**config.mk**
```make
export PLATFORM = sky130hd
export DESIGN_NAME = ulsr_top
export DESIGN_NICKNAME = d
export VERILOG_FILES = /design/src/hdl/ulsr_ep_bank.v /design/src/hdl/ulsr_test_tx.v /design/src/hdl/ulsr_top.v
export VERILOG_INCLUDE_DIRS = /design/src /design/src/hdl
export SDC_FILE = /design/constraint.sdc
export NUM_CORES = 2
export LEC_CHECK = 0
export BUFFER_PORTS_ARGS = -buffer_cell sky130_fd_sc_hd__buf_4
export CAP_MARGIN = 20
export CORE_ASPECT_RATIO = 1.5
export CORE_MARGIN = 1.5
export CORE_UTILIZATION = 55
export CTS_CLUSTER_DIAMETER = 80
export DETAILED_ROUTE_END_ITERATION = 10
export PLACE_DENSITY = 0.74
export SLEW_MARGIN = 20
export SYNTH_ARGS = -nofsm -noshare
export SYNTH_HDL_FRONTEND = slang
export SYNTH_HIERARCHICAL = 1
export SYNTH_SLANG_ARGS = --single-unit
export TNS_END_PERCENT = 50
```
**constraint.sdc**
```tcl
create_clock -name pclk -period 3.03 [get_ports pclk]
set_input_delay 0.606 -clock pclk [delete_from_list [all_inputs] [get_ports pclk]]
set_output_delay 0.606 -clock pclk [all_outputs]
set_load 0.02 [all_outputs]
```
**src/hdl/ulsr_defines.vh**
```
// Register indices, field positions and reset values of the link slice.
`ifndef ULSR_DEFINES_VH
`define ULSR_DEFINES_VH

`define ULSR_ADDR_W 12
`define ULSR_IDX_FLAGS 5'h0A
`define ULSR_IDX_ENABLES 5'h0B
`define ULSR_IDX_FRAME 5'h0C
`define ULSR_IDX_SELECT 5'h0E
`define ULSR_IDX_TEST 5'h0F
`define ULSR_IDX_IN_SIZE 5'h10
`define ULSR_IDX_IN_CTRL_LO 5'h12
`define ULSR_IDX_IN_CTRL_HI 5'h13
`define ULSR_IDX_OUT_SIZE 5'h14
`define ULSR_IDX_OUT_CTRL_LO 5'h16
`define ULSR_IDX_OUT_CTRL_HI 5'h17
`define ULSR_IDX_OUT_COUNT 5'h18

`define ULSR_SLOT_COUNT 3'h6
`define ULSR_SLOT_NONE 4'hF

`define ULSR_FLAG_SUSPEND 0
`define ULSR_FLAG_RESUME 1
`define ULSR_FLAG_RESET 2
`define ULSR_FLAG_SOF 3

`define ULSR_ENABLES_RST 9'h006
`define ULSR_TEST_RST 9'h000
`define ULSR_SELECT_RST 8'h00

`define ULSR_TEST_NAK 0
`define ULSR_TEST_J 1
`define ULSR_TEST_K 2
`define ULSR_TEST_PACKET 3
`define ULSR_TEST_HS_LOCK 4
`define ULSR_TEST_FS_LOCK 5

`define ULSR_EP_FIRST 5'h01
`define ULSR_EP_LAST 5'h0B

`define ULSR_PID_DATA0 8'hC3
`define ULSR_PKT_LEN 6'h35
`define ULSR_CRC_INIT 16'hFFFF
`define ULSR_CRC_POLY 16'hA001

`endif

```
**src/hdl/ulsr_ep_bank.v**
```verilog
// Banked per-endpoint registers for endpoints 0 to 15; ulsr_top limits software access to endpoints 1 to 11.
`timescale 1ns/1ns
`include "ulsr_defines.vh"

module ulsr_ep_bank (
	input wire pclk,
	input wire presetn,
	input wire sw_we,
	input wire [3:0] sw_ep,
	input wire [2:0] sw_slot,
	input wire [15:0] sw_wdata,
	output wire [15:0] sw_rdata,
	input wire hw_we,
	input wire [3:0] hw_ep,
	input wire [15:0] hw_count
);

	// ---------------------------------------------------------------
	// Storage
	// ---------------------------------------------------------------
	// One word per endpoint and slot; the byte count slot is loaded
	// by the receive side only.
	reg [15:0] bank_q [0:127];
	integer i;

	always @(posedge pclk or negedge presetn) begin
		if (!presetn) begin
			for (i = 0; i < 128; i = i + 1) begin
				bank_q[i] <= 16'h0000;
			end
		end else begin
			if (sw_we && sw_slot != `ULSR_SLOT_COUNT) begin
				bank_q[{sw_ep, sw_slot}] <= sw_wdata;
			end
			if (hw_we) begin
				bank_q[{hw_ep, `ULSR_SLOT_COUNT}] <= hw_count;
			end
		end
	end

	assign sw_rdata = bank_q[{sw_ep, sw_slot}];

endmodule // ulsr_ep_bank

```
**src/hdl/ulsr_test_tx.v**
```verilog
// Repeating test packet sender fed from the endpoint 0 buffer.
`timescale 1ns/1ns
`include "ulsr_defines.vh"

module ulsr_test_tx (
	input wire pclk,
	input wire presetn,
	input wire enable,
	input wire [7:0] ep0_rd_data,
	output wire [5:0] ep0_rd_addr,
	output wire tx_valid,
	input wire tx_ready,
	output wire [7:0] tx_data
);

	localparam [4:0] S_IDLE = 5'h01;
	localparam [4:0] S_PID = 5'h02;
	localparam [4:0] S_DATA = 5'h04;
	localparam [4:0] S_CRCL = 5'h08;
	localparam [4:0] S_CRCH = 5'h10;

	// ---------------------------------------------------------------
	// CRC over one byte, least significant bit first
	// ---------------------------------------------------------------
	function [15:0] ulsr_crc_byte;
		input [15:0] crc;
		input [7:0] data;
		integer b;
		reg [15:0] c;
		begin
			c = crc;
			for (b = 0; b < 8; b = b + 1) begin
				if (c[0] ^ data[b]) begin
					c = (c >> 1) ^ `ULSR_CRC_POLY;
				end else begin
					c = c >> 1;
				end
			end
			ulsr_crc_byte = c;
		end
	endfunction

	reg [4:0] state_q;
	reg [7:0] byte_q;
	reg [5:0] addr_q;
	reg [15:0] crc_q;
	wire take;
	wire [15:0] crc_next;

	assign take = tx_ready && state_q != S_IDLE;
	assign crc_next = ulsr_crc_byte(crc_q, byte_q);
	assign tx_valid = state_q != S_IDLE;
	assign tx_data = byte_q;
	assign ep0_rd_addr = addr_q;

	// ---------------------------------------------------------------
	// Packet sequencer
	// ---------------------------------------------------------------
	always @(posedge pclk or negedge presetn) begin
		if (!presetn) begin
			state_q <= S_IDLE;
			byte_q <= 8'h00;
			addr_q <= 6'h00;
			crc_q <= `ULSR_CRC_INIT;
		end else begin
			case (state_q)
			S_IDLE: begin
				if (enable) begin
					state_q <= S_PID;
					byte_q <= `ULSR_PID_DATA0;
					addr_q <= 6'h00;
				end
			end
			S_PID: begin
				if (take) begin
					state_q <= S_DATA;
					byte_q <= ep0_rd_data;
					addr_q <= 6'h01;
					crc_q <= `ULSR_CRC_INIT;
				end
			end
			S_DATA: begin
				if (take) begin
					crc_q <= crc_next;
					if (addr_q == `ULSR_PKT_LEN) begin
						state_q <= S_CRCL;
						byte_q <= ~crc_next[7:0];
					end else begin
						byte_q <= ep0_rd_data;
						addr_q <= addr_q + 6'h01;
					end
				end
			end
			S_CRCL: begin
				if (take) begin
					state_q <= S_CRCH;
					byte_q <= ~crc_q[15:8];
				end
			end
			S_CRCH: begin
				if (take) begin
					if (enable) begin
						state_q <= S_PID;
						byte_q <= `ULSR_PID_DATA0;
						addr_q <= 6'h00;
					end else begin
						state_q <= S_IDLE;
					end
				end
			end
			default: begin
				state_q <= S_IDLE;
			end
			endcase
		end
	end

endmodule // ulsr_test_tx

```
**src/hdl/ulsr_top.v**
```verilog
// Link event registers, endpoint bank select and compliance test modes.
//
// How it works
// Flag bit 0 mirrors link suspended state.
// SOF bit 3, suspend bit 0 enables reset 0.
// Bus reset and resume enables reset to 1.
// Last SOF frame number in 10:0; rest zero.
// Five-bit endpoint selector, reset zero, picks bank.
// Endpoints 1 to 11 have own banked registers.
// Full-speed lock: bus reset forces full speed.
// High-speed lock: bus reset forces high speed.
// Software loads packet, arms endpoint, then sets mode.
// Test packet gets DATA0 PID and CRC.
// Test packet repeats until mode bit cleared.
// K test bit drives continuous K state.
// J test bit drives continuous J state.
// NAK-only mode NAKs every valid IN token.
// Resume, bus reset and SOF set sticky flags; resume sets its flag only while link suspended.
// Interrupt when enabled flag condition present.
// Software sets one test bit, keeps reserved.
//
// The APB slave port was decided locally.
`timescale 1ns/1ns
`include "ulsr_defines.vh"

module ulsr_top (
	input wire pclk,
	input wire presetn,
	input wire psel,
	input wire penable,
	input wire pwrite,
	input wire [`ULSR_ADDR_W-1:0] paddr,
	input wire [31:0] pwdata,
	output reg [31:0] prdata,
	output wire pready,
	output wire pslverr,
	input wire link_suspended,
	input wire link_resume_det,
	input wire link_bus_reset,
	input wire link_sof,
	input wire [10:0] link_sof_frame,
	input wire link_chirp_done,
	input wire link_chirp_hs,
	input wire link_in_token,
	input wire rx_count_we,
	input wire [3:0] rx_count_ep,
	input wire [15:0] rx_count,
	input wire [7:0] ep0_rd_data,
	output wire [5:0] ep0_rd_addr,
	output wire tx_valid,
	input wire tx_ready,
	output wire [7:0] tx_data,
	output wire sig_irq,
	output wire speed_hs,
	output wire chirp_enable,
	output wire nak_resp,
	output wire line_j,
	output wire line_k
);

	// ---------------------------------------------------------------
	// Address decode helpers
	// ---------------------------------------------------------------
	// Returns the word index of an aligned address, or all ones when
	// the address is misaligned or at 0x080 or above.
	function [4:0] ulsr_index;
		input [`ULSR_ADDR_W-1:0] addr;
		begin
			if (addr[1:0] != 2'b00 || addr[`ULSR_ADDR_W-1:7] != 5'h00) begin
				ulsr_index = 5'h1F;
			end else begin
				ulsr_index = addr[6:2];
			end
		end
	endfunction

	// Maps a banked register index onto its storage slot.
	function [3:0] ulsr_slot;
		input [4:0] idx;
		begin
			case (idx)
			`ULSR_IDX_IN_SIZE: ulsr_slot = 4'h0;
			`ULSR_IDX_IN_CTRL_LO: ulsr_slot = 4'h1;
			`ULSR_IDX_IN_CTRL_HI: ulsr_slot = 4'h2;
			`ULSR_IDX_OUT_SIZE: ulsr_slot = 4'h3;
			`ULSR_IDX_OUT_CTRL_LO: ulsr_slot = 4'h4;
			`ULSR_IDX_OUT_CTRL_HI: ulsr_slot = 4'h5;
			`ULSR_IDX_OUT_COUNT: ulsr_slot = 4'h6;
			default: ulsr_slot = `ULSR_SLOT_NONE;
			endcase
		end
	endfunction

	// ---------------------------------------------------------------
	// Registers and decode
	// ---------------------------------------------------------------
	reg [3:1] flags_q;
	reg [3:1] flags_d;
	reg [8:0] enables_q;
	reg [10:0] frame_q;
	reg [7:0] select_q;
	reg [8:0] test_q;
	reg speed_hs_q;
	reg chirp_q;
	reg nak_q;
	reg line_j_q;
	reg line_k_q;

	wire [4:0] idx;
	wire [3:0] slot;
	wire bank_hit;
	wire ep_valid;
	wire addr_hit;
	wire wr_acc;
	wire rd_acc;
	wire setup;
	wire [15:0] bank_rdata;
	wire [8:0] flags_all;

	assign idx = ulsr_index(paddr);
	assign slot = ulsr_slot(idx);
	assign bank_hit = slot != `ULSR_SLOT_NONE;
	assign ep_valid = select_q[4:0] >= `ULSR_EP_FIRST &&
		select_q[4:0] <= `ULSR_EP_LAST;
	assign addr_hit = bank_hit || idx == `ULSR_IDX_FLAGS ||
		idx == `ULSR_IDX_ENABLES || idx == `ULSR_IDX_FRAME ||
		idx == `ULSR_IDX_SELECT || idx == `ULSR_IDX_TEST;
	assign setup = psel && !penable;
	assign wr_acc = psel && penable && pwrite && addr_hit;
	assign rd_acc = psel && penable && !pwrite && addr_hit;

	// The slave always answers in the first access cycle.
	assign pready = 1'b1;
	// Unmapped or misaligned accesses end with an error.
	assign pslverr = psel && penable && !addr_hit;

	assign flags_all = {5'h00, flags_q, link_suspended};

	// ---------------------------------------------------------------
	// Read data, captured in the setup cycle
	// ---------------------------------------------------------------
	always @(posedge pclk or negedge presetn) begin
		if (!presetn) begin
			prdata <= 32'h00000000;
		end else if (setup && !pwrite) begin
			case (idx)
			`ULSR_IDX_FLAGS: prdata <= {23'h000000, flags_all};
			`ULSR_IDX_ENABLES: prdata <= {23'h000000, enables_q};
			`ULSR_IDX_FRAME: prdata <= {21'h000000, frame_q};
			`ULSR_IDX_SELECT: prdata <= {24'h000000, select_q};
			`ULSR_IDX_TEST: prdata <= {23'h000000, test_q};
			default: begin
				if (bank_hit && ep_valid) begin
					prdata <= {16'h0000, bank_rdata};
				end else begin
					prdata <= 32'h00000000;
				end
			end
			endcase
		end
	end

	// ---------------------------------------------------------------
	// Sticky event flags, cleared by reading them
	// ---------------------------------------------------------------
	always @* begin
		flags_d = flags_q;
		// Only the flags that the read returned are cleared, so an
		// event landing between capture and clear survives.
		if (rd_acc && idx == `ULSR_IDX_FLAGS) begin
			flags_d = flags_q & ~prdata[3:1];
		end
		// A new event in the clearing cycle is kept.
		if (link_resume_det && link_suspended) begin
			flags_d[`ULSR_FLAG_RESUME] = 1'b1;
		end
		if (link_bus_reset) begin
			flags_d[`ULSR_FLAG_RESET] = 1'b1;
		end
		if (link_sof) begin
			flags_d[`ULSR_FLAG_SOF] = 1'b1;
		end
	end

	always @(posedge pclk or negedge presetn) begin
		if (!presetn) begin
			flags_q <= 3'b000;
		end else begin
			flags_q <= flags_d;
		end
	end

	assign sig_irq = |(flags_all & enables_q[8:0]);

	// ---------------------------------------------------------------
	// Software written registers
	// ---------------------------------------------------------------
	always @(posedge pclk or negedge presetn) begin
		if (!presetn) begin
			enables_q <= `ULSR_ENABLES_RST;
			select_q <= `ULSR_SELECT_RST;
			test_q <= `ULSR_TEST_RST;
		end else if (wr_acc) begin
			if (idx == `ULSR_IDX_ENABLES) begin
				enables_q <= pwdata[8:0];
			end
			if (idx == `ULSR_IDX_SELECT) begin
				select_q <= pwdata[7:0];
			end
			if (idx == `ULSR_IDX_TEST) begin
				test_q <= pwdata[8:0];
			end
		end
	end

	// ---------------------------------------------------------------
	// Frame number capture
	// ---------------------------------------------------------------
	always @(posedge pclk or negedge presetn) begin
		if (!presetn) begin
			frame_q <= 11'h000;
		end else if (link_sof) begin
			frame_q <= link_sof_frame;
		end
	end

	// ---------------------------------------------------------------
	// Speed selection on bus reset
	// ---------------------------------------------------------------
	always @(posedge pclk or negedge presetn) begin
		if (!presetn) begin
			speed_hs_q <= 1'b0;
			chirp_q <= 1'b0;
		end else if (link_bus_reset) begin
			// With both locks set, full speed wins.
			if (test_q[`ULSR_TEST_FS_LOCK]) begin
				speed_hs_q <= 1'b0;
				chirp_q <= 1'b0;
			end else if (test_q[`ULSR_TEST_HS_LOCK]) begin
				speed_hs_q <= 1'b1;
				chirp_q <= 1'b0;
			end else begin
				speed_hs_q <= 1'b0;
				chirp_q <= 1'b1;
			end
		end else if (chirp_q && link_chirp_done) begin
			speed_hs_q <= link_chirp_hs;
			chirp_q <= 1'b0;
		end
	end

	assign speed_hs = speed_hs_q;
	assign chirp_enable = chirp_q;

	// ---------------------------------------------------------------
	// Line state and NAK test modes
	// ---------------------------------------------------------------
	always @(posedge pclk or negedge presetn) begin
		if (!presetn) begin
			line_j_q <= 1'b0;
			line_k_q <= 1'b0;
			nak_q <= 1'b0;
		end else begin
			// K wins when both line state bits are set.
			line_k_q <= test_q[`ULSR_TEST_K];
			line_j_q <= test_q[`ULSR_TEST_J] &&
				!test_q[`ULSR_TEST_K];
			nak_q <= link_in_token && test_q[`ULSR_TEST_NAK];
		end
	end

	assign line_j = line_j_q;
	assign line_k = line_k_q;
	assign nak_resp = nak_q;

	// ---------------------------------------------------------------
	// Endpoint bank and test packet sender
	// ---------------------------------------------------------------
	// Software banked writes land only for endpoints 1 to 11; receive count writes land for any rx_count_ep.
	ulsr_ep_bank u_bank (
		.pclk(pclk),
		.presetn(presetn),
		.sw_we(wr_acc && bank_hit && ep_valid),
		.sw_ep(select_q[3:0]),
		.sw_slot(slot[2:0]),
		.sw_wdata(pwdata[15:0]),
		.sw_rdata(bank_rdata),
		.hw_we(rx_count_we),
		.hw_ep(rx_count_ep),
		.hw_count(rx_count)
	);

	// The buffer is expected loaded and armed before the mode bit.
	ulsr_test_tx u_test (
		.pclk(pclk),
		.presetn(presetn),
		.enable(test_q[`ULSR_TEST_PACKET]),
		.ep0_rd_data(ep0_rd_data),
		.ep0_rd_addr(ep0_rd_addr),
		.tx_valid(tx_valid),
		.tx_ready(tx_ready),
		.tx_data(tx_data)
	);

endmodule // ulsr_top

```
======== Word-level counts from Yosys, hierarchy flattened ========
Cells that the tools add are included.
storage, ports and cells
  flip-flop bits (word level) ............. 2160
  input bits .............................. 97
  output and inout port bits .............. 55
cells by class
  add/subtract/negate cells ............... 1
  $lt $le $gt $ge ......................... 6
  equal/unequal tests ..................... 28
  multiplexer cells ....................... 59
  bitwise operators ....................... 23
  reduce and logical (&&, ||, !) cells .... 48
operators with widths
  kind                                                                           number
  2048-bit bitwise mux                                                           2
  2048-bit 2-to-1 mux                                                            2
  16-bit 2-to-1 mux                                                              15
  16-bit demux with 7-bit select                                                 2
  16-bit binary-select mux with 7-bit select                                     1
  16-bit case mux with 5 select lines                                            1
  8-bit 2-to-1 mux                                                               6
  5-bit equality test (second input constant)                                    8
  8-bit case mux with 5 select lines                                             1
  5-bit 2-to-1 mux                                                               7
  16-bit case mux with 2 select lines                                            1
  5-bit by 4-bit equality test with 1-bit output (second input constant)         6
  6-bit 2-to-1 mux                                                               5
  4-bit case mux with 7 select lines                                             1
  5-bit case mux with 5 select lines                                             1
  2-bit NOT with 3-bit output                                                    8
  6-bit case mux with 4 select lines                                             1
  1-bit logical AND                                                              21
  8-bit >= comparator (second input constant)                                    2
  8-bit by 1-bit less-than comparator with 1-bit output (second input constant)  2
  7-bit NOT with 8-bit output                                                    2
  8-bit NOT                                                                      2
  2-bit nonzero test                                                             6
  1-bit 2-to-1 mux                                                               11
  27 further kinds                                                               51

======== Depth between registers and ports, before layout ========
  depth in word-level cells ............... 20
  mapped depth ............................ 19
  gate-level depth less buffers ........... 11

======== By module ========
The synthesis kept the hierarchy.
modules (own cells, without submodules)
  module        times used  cells an instance  area an instance (um^2)  sequential area each (um^2)
  ulsr_ep_bank  1           6978               93154.3                  51249.2
  ulsr_top      1           278                3234.4                   1529.0
  ulsr_test_tx  1           194                2053.2                   897.1

======== Worst setup path before layout ========
OpenSTA, ideal clock, no wires.
  path type ............................... input -> register
  start point ............................. input port paddr[1]
  end point ............................... register prdata[8]
  library setup time ...................... 126 ps
  data arrival time ....................... 4003 ps
  path slack .............................. -1099 ps
  cell stages on the path ................. 13
  buffers on the path ..................... 3
  cell sequence ........................... nor4_4 -> and2_1 -> nand2_1 -> or4b_2 -> buf_4 -> buf_4 -> and3_1 -> clkbuf_1 -> a221o_1 -> a221oi_1 -> o2111ai_1 -> or4_1 -> a311o_1
on the way
  word-level cells in the longest chain between the ends .. 11
RTL lines
  element                                                    line               source
  start: declaration                                         ulsr_top.v:32      input wire [`ULSR_ADDR_W-1:0] paddr,
  2-bit nonzero test (*)                                     ulsr_top.v:69      if (addr[1:0] != 2'b00 || addr[`ULSR_ADDR_W-1:7] != 5'h00) begin
  1-bit logical OR (*)                                       ulsr_top.v:69
  5-bit 2-to-1 mux (*)                                       ulsr_top.v:69
  5-bit equality test                                        ulsr_top.v:81      case (idx)
  4-bit case mux with 7 select lines (*)                     ulsr_top.v:81
  named net slot[2]                                          ulsr_top.v:110     wire [3:0] slot;
  7-bit NOT with 8-bit output (implied by the code) (*)      ulsr_ep_bank.v:41  assign sw_rdata = bank_q[{sw_ep, sw_slot}];
  16-bit binary-select mux with 7-bit select (*)             ulsr_ep_bank.v:41
  16-bit 2-to-1 mux (implied by the code) (*) (2 in series)  ulsr_ep_bank.v:41
  named net bank_rdata[8]                                    ulsr_top.v:117     wire [15:0] bank_rdata;
  16-bit 2-to-1 mux (*)                                      ulsr_top.v:153     if (bank_hit && ep_valid) begin
  16-bit case mux with 5 select lines (*)                    ulsr_top.v:146     case (idx)
  end signal: assignment                                     ulsr_top.v:147     `ULSR_IDX_FLAGS: prdata <= {23'h000000, flags_all};
  end signal: assignment                                     ulsr_top.v:148     `ULSR_IDX_ENABLES: prdata <= {23'h000000, enables_q};
  end signal: assignment                                     ulsr_top.v:154     prdata <= {16'h0000, bank_rdata};
  end: declaration                                           ulsr_top.v:34      output reg [31:0] prdata,
Mark *: on every way through the listed nets, which the timed path passes. The rest lies on a longest branch. The select of a mux whose other input is x is not followed.
A chain may end at the register's enable or synchronous reset.

======== Final worst setup path ========
  start point ............................. input port paddr[9]
  end point ............................... register prdata[13]
on the way
  word-level cells in the longest chain between the ends .. 11
RTL lines
  element                                                    line
  5-bit nonzero test (*)                                     ulsr_top.v:69
  1-bit logical OR (*)                                       ulsr_top.v:69
  5-bit 2-to-1 mux (*)                                       ulsr_top.v:69
  5-bit equality test                                        ulsr_top.v:81
  4-bit case mux with 7 select lines (*)                     ulsr_top.v:81
  named net slot[2]                                          ulsr_top.v:110
  7-bit NOT with 8-bit output (implied by the code) (*)      ulsr_ep_bank.v:41
  16-bit binary-select mux with 7-bit select (*)             ulsr_ep_bank.v:41
  16-bit 2-to-1 mux (implied by the code) (*) (2 in series)  ulsr_ep_bank.v:41
  named net bank_rdata[13]                                   ulsr_top.v:117
  16-bit 2-to-1 mux (*)                                      ulsr_top.v:153
  16-bit case mux with 5 select lines (*)                    ulsr_top.v:146
Marks and branches as above.

==> flow_metrics.env <==
export IMPL_die_h_um=521
export IMPL_clkTransAtPathRegs_ns=0.07
export IMPL_endpoint_kind="flip-flop"
export IMPL_first_pass_iters=9
export IMPL_ys_warn_count=6
export IMPL_skew_ns=0.0275
export IMPL_start_util_pct=55.2
export IMPL_min_to="speed_hs$_DFFE_PN0P_"
export IMPL_power_internal_mw=46.2
export IMPL_vias=76400
export IMPL_r2r_start="select_q[3]$_DFFE_PN0P_"
export IMPL_multi_input_area_um2=44100
export IMPL_grt_total_usage_pct=42.6
export IMPL_clk_latency_ns=0.89
export IMPL_netlist_cell_type_count=93
export IMPL_min_period_over_period_pct=127
export IMPL_synthArstFlopShare_pct=100
export IMPL_final_antenna_net_count=0
export IMPL_r2r_end="prdata[3]$_DFFE_PN0P_"
export IMPL_portBuffers=118
export IMPL_tightest_slew_ns=1.22
export IMPL_root_buffer="clkbuf_16"
export IMPL_vdd_drop_max_mv=0.480
export IMPL_drc_errors=0
export IMPL_grt_pass1_wl_mm=555
export IMPL_layout_commonest_cell="dfrtp_1"
export IMPL_clock_sinks=2144
export IMPL_worstPathArrival_ns=4.62
export IMPL_relSlewSlack_pct=17.8
export IMPL_grt_pass1_vias=77000
export IMPL_netlist_instances=7450
export IMPL_antenna_found_initial=38
export IMPL_worstPathRequired_ns=3.79
export IMPL_grt_max_degree=158
export IMPL_viasPerCell=7.11
export IMPL_crit_fanout=11
export IMPL_min_from="link_chirp_hs"
export IMPL_worstSetupPathType="in -> reg"
export IMPL_failed_checks="negative setup slack"
export IMPL_rsz0062_at_grt="true"
export IMPL_p_leak_nw=58.5
export IMPL_p_per_area_nw_per_um2=496
export IMPL_die_x_um=348
export IMPL_r2r_slack_ns=-0.32
export IMPL_cts_buffers=203
export IMPL_timing_fmax_mhz=260
export IMPL_fin_hold_ws_ns=0.0567
export IMPL_wl_met1_mm=133
export IMPL_wl_mm=395
export IMPL_rr_worst_depth=11
export IMPL_met3_length_mm=46.2
export IMPL_p_comb_share_pct=5.9
export IMPL_synthFlopType="dfrtp_1"
export IMPL_min_path_cells=3
export IMPL_nets=8323
export IMPL_avgSynthCellArea_um2=13.2
export IMPL_maxUsedRoutingLayer="met5"
export IMPL_wl_met2_mm=175
export IMPL_yosysSeqAreaShare_pct=54.5
export IMPL_wire_per_inst_um=36.8
export IMPL_final_cell_mix="2124 x dfrtp_1, 2013 x mux2_2, 928 x buf_4"
export IMPL_p_switching_mw=14.0
export IMPL_cts_max_level=4
export IMPL_routabilityCongestion=1.04
export IMPL_setup_violations=1184
export IMPL_netlist_area_um2=98400
export IMPL_seq_area_um2=53700
export IMPL_final_core_util_pct=68.0
export IMPL_finalSetupTns_ns=-164.59
export IMPL_core_um2=178000
export IMPL_io_pins=152
export IMPL_cts_buffer_depth=4
export IMPL_min_period_ns=3.85
export IMPL_status="finished with violations"
export IMPL_hp_class="in -> reg"
export IMPL_syn_to_final_growth_pct=23.2
export IMPL_layout_setup_ws_ns=-0.823
export IMPL_drt_iter0_markers=9375
export IMPL_drive_gt1_share_pct=50.0
export IMPL_clock_power_share_pct=44.1
export IMPL_nFillCells=12200
export IMPL_max_cap_viol_count=0
export IMPL_yosys_register_bits=2144
export IMPL_die_area_um2=182000
export IMPL_num_rows=190
export IMPL_grt_ovfl_total=0
export IMPL_power_frac_seq_pct=50.0
export IMPL_switching_share_pct=23.3
export IMPL_dpl_hpwl_mm=261
export IMPL_startpoint_type="input pin"
export IMPL_synth_edf_count=0
export IMPL_hold_violations=0
export IMPL_tritoncts="done"
export IMPL_final_max_slew_viol_count=0
## worst max-delay path, cell delays in order
cell and delay (ns):
buf_6 0.09, nor4_4 0.27, and2_4 0.21, nand2_4 0.05
or4b_4 0.63, and2_4 0.28, buf_12 0.17, buf_16 0.16
buf_4 0.16, a221oi_2 0.30, nor2_2 0.11, o21ai_1 0.15
buf_4 0.15, nand4_1 0.44, or4_1 0.59, a31o_2 0.22
## layout make-up
type	count	share of cell area, %
Sequential cell	2144	44.2
Tap cell	2304	2.38
Multi-Input combinational cell	4572	36.3
Inverter	13	0.0732
Timing Repair Buffer	1290	11.2
Antenna cell	68	0.140
Clock buffer	288	4.86
Clock inverter	66	0.746
## cell families after synthesis
| kind of cell | count (synthesis) | synth area share, % |
|---|---|---|
| AO/OA/AOI/OAI | 1462 | 10.9 |
| XOR/XNOR | 25 | 0.276 |
| adder cells (fa/ha/maj) | 2 | 0.0254 |
| buffers and inverters | 750 | 3.40 |
| flip-flops | 2144 | 54.5 |
| multiplexers | 2337 | 27.2 |
| other | 2 | 0.00763 |
| AND/OR/NAND/NOR | 728 | 3.67 |
## through the flow
stage	cell area [um2]	cells	total power [mW]	setup slack [ns]
6_report	121000	10700	60.2	-0.823
5_1_grt	121000	10700	61.6	-0.806
4_1_cts	119000	10600	60.2	-0.629
3_5_place_dp	111000	10200	34.0	-2.00
3_3_place_gp	111000	10200	33.8	-2.05
2_1_floorplan	99500	7465	32.2	-0.840
## power by group through the flow
stage | clock (mW) | combinational (mW) | sequential [mW]
finish | 26.6 | 3.53 | 30.1
global route | 27.7 | 3.74 | 30.2
CTS | 26.6 | 3.47 | 30.1
detailed placement | 0 | 3.43 | 30.6
global placement | 0 | 3.32 | 30.5
floorplan | 0 | 1.81 | 30.4
## synthesized netlist by cell type (25+ instances only)
cell,n,area [um2]
mux2_2,2168,24400
dfrtp_1,2125,53200
clkbuf_1,383,1440
a221oi_1,316,2770
a22oi_1,284,2130
nand2_1,255,957
buf_2,240,1200
a21oi_1,210,1050
nor2_1,175,657
o21ai_0,174,871
mux2i_1,112,1120
o22ai_1,97,607
nor2b_1,78,488
buf_1,58,218
buf_4,51,383
mux4_2,51,1150
a221o_1,49,490
nor2_2,43,269
a211oi_1,41,308
a222oi_1,29,290
o22a_1,28,245
a21o_1,25,188
a22o_1,25,219
## how the worst max path moves through the flow
| stage | end | from | depth (start not counted) | slack [ns] |
|---|---|---|---|---|
| after floorplan | prdata[4]$_DFFE_PN0P_ | paddr[9] | 13 | -0.84 |
| after global placement | prdata[2]$_DFFE_PN0P_ | paddr[4] | 16 | -2.05 |
| after detailed placement | prdata[2]$_DFFE_PN0P_ | paddr[4] | 16 | -2.00 |
| after CTS | prdata[8]$_DFFE_PN0P_ | paddr[9] | 16 | -0.63 |
| after global routing | prdata[12]$_DFFE_PN0P_ | paddr[9] | 16 | -0.81 |
| final | prdata[13]$_DFFE_PN0P_ | paddr[9] | 16 | -0.82 |
## per-layer routing
metal	global-route usage (%)	vias up
li1	-	29500
met5	0	-
met4	35.9	14
met3	11.9	1825
met2	64.2	5601
met1	50.7	39500
## repair_timing
| item | CTS | global route |
|---|---|---|
| buffers inserted | 39 | 72 |
| resized for setup | 184 | 319 |
| setup endpoints to repair | 1415 | 1359 |
| hold buffers | 18 | 0 |
| pin swaps | 36 | 96 |
| gates cloned | 5 | 12 |
| hold endpoints to repair | 54 | 0 |
(Power assumes the default switching activity.)
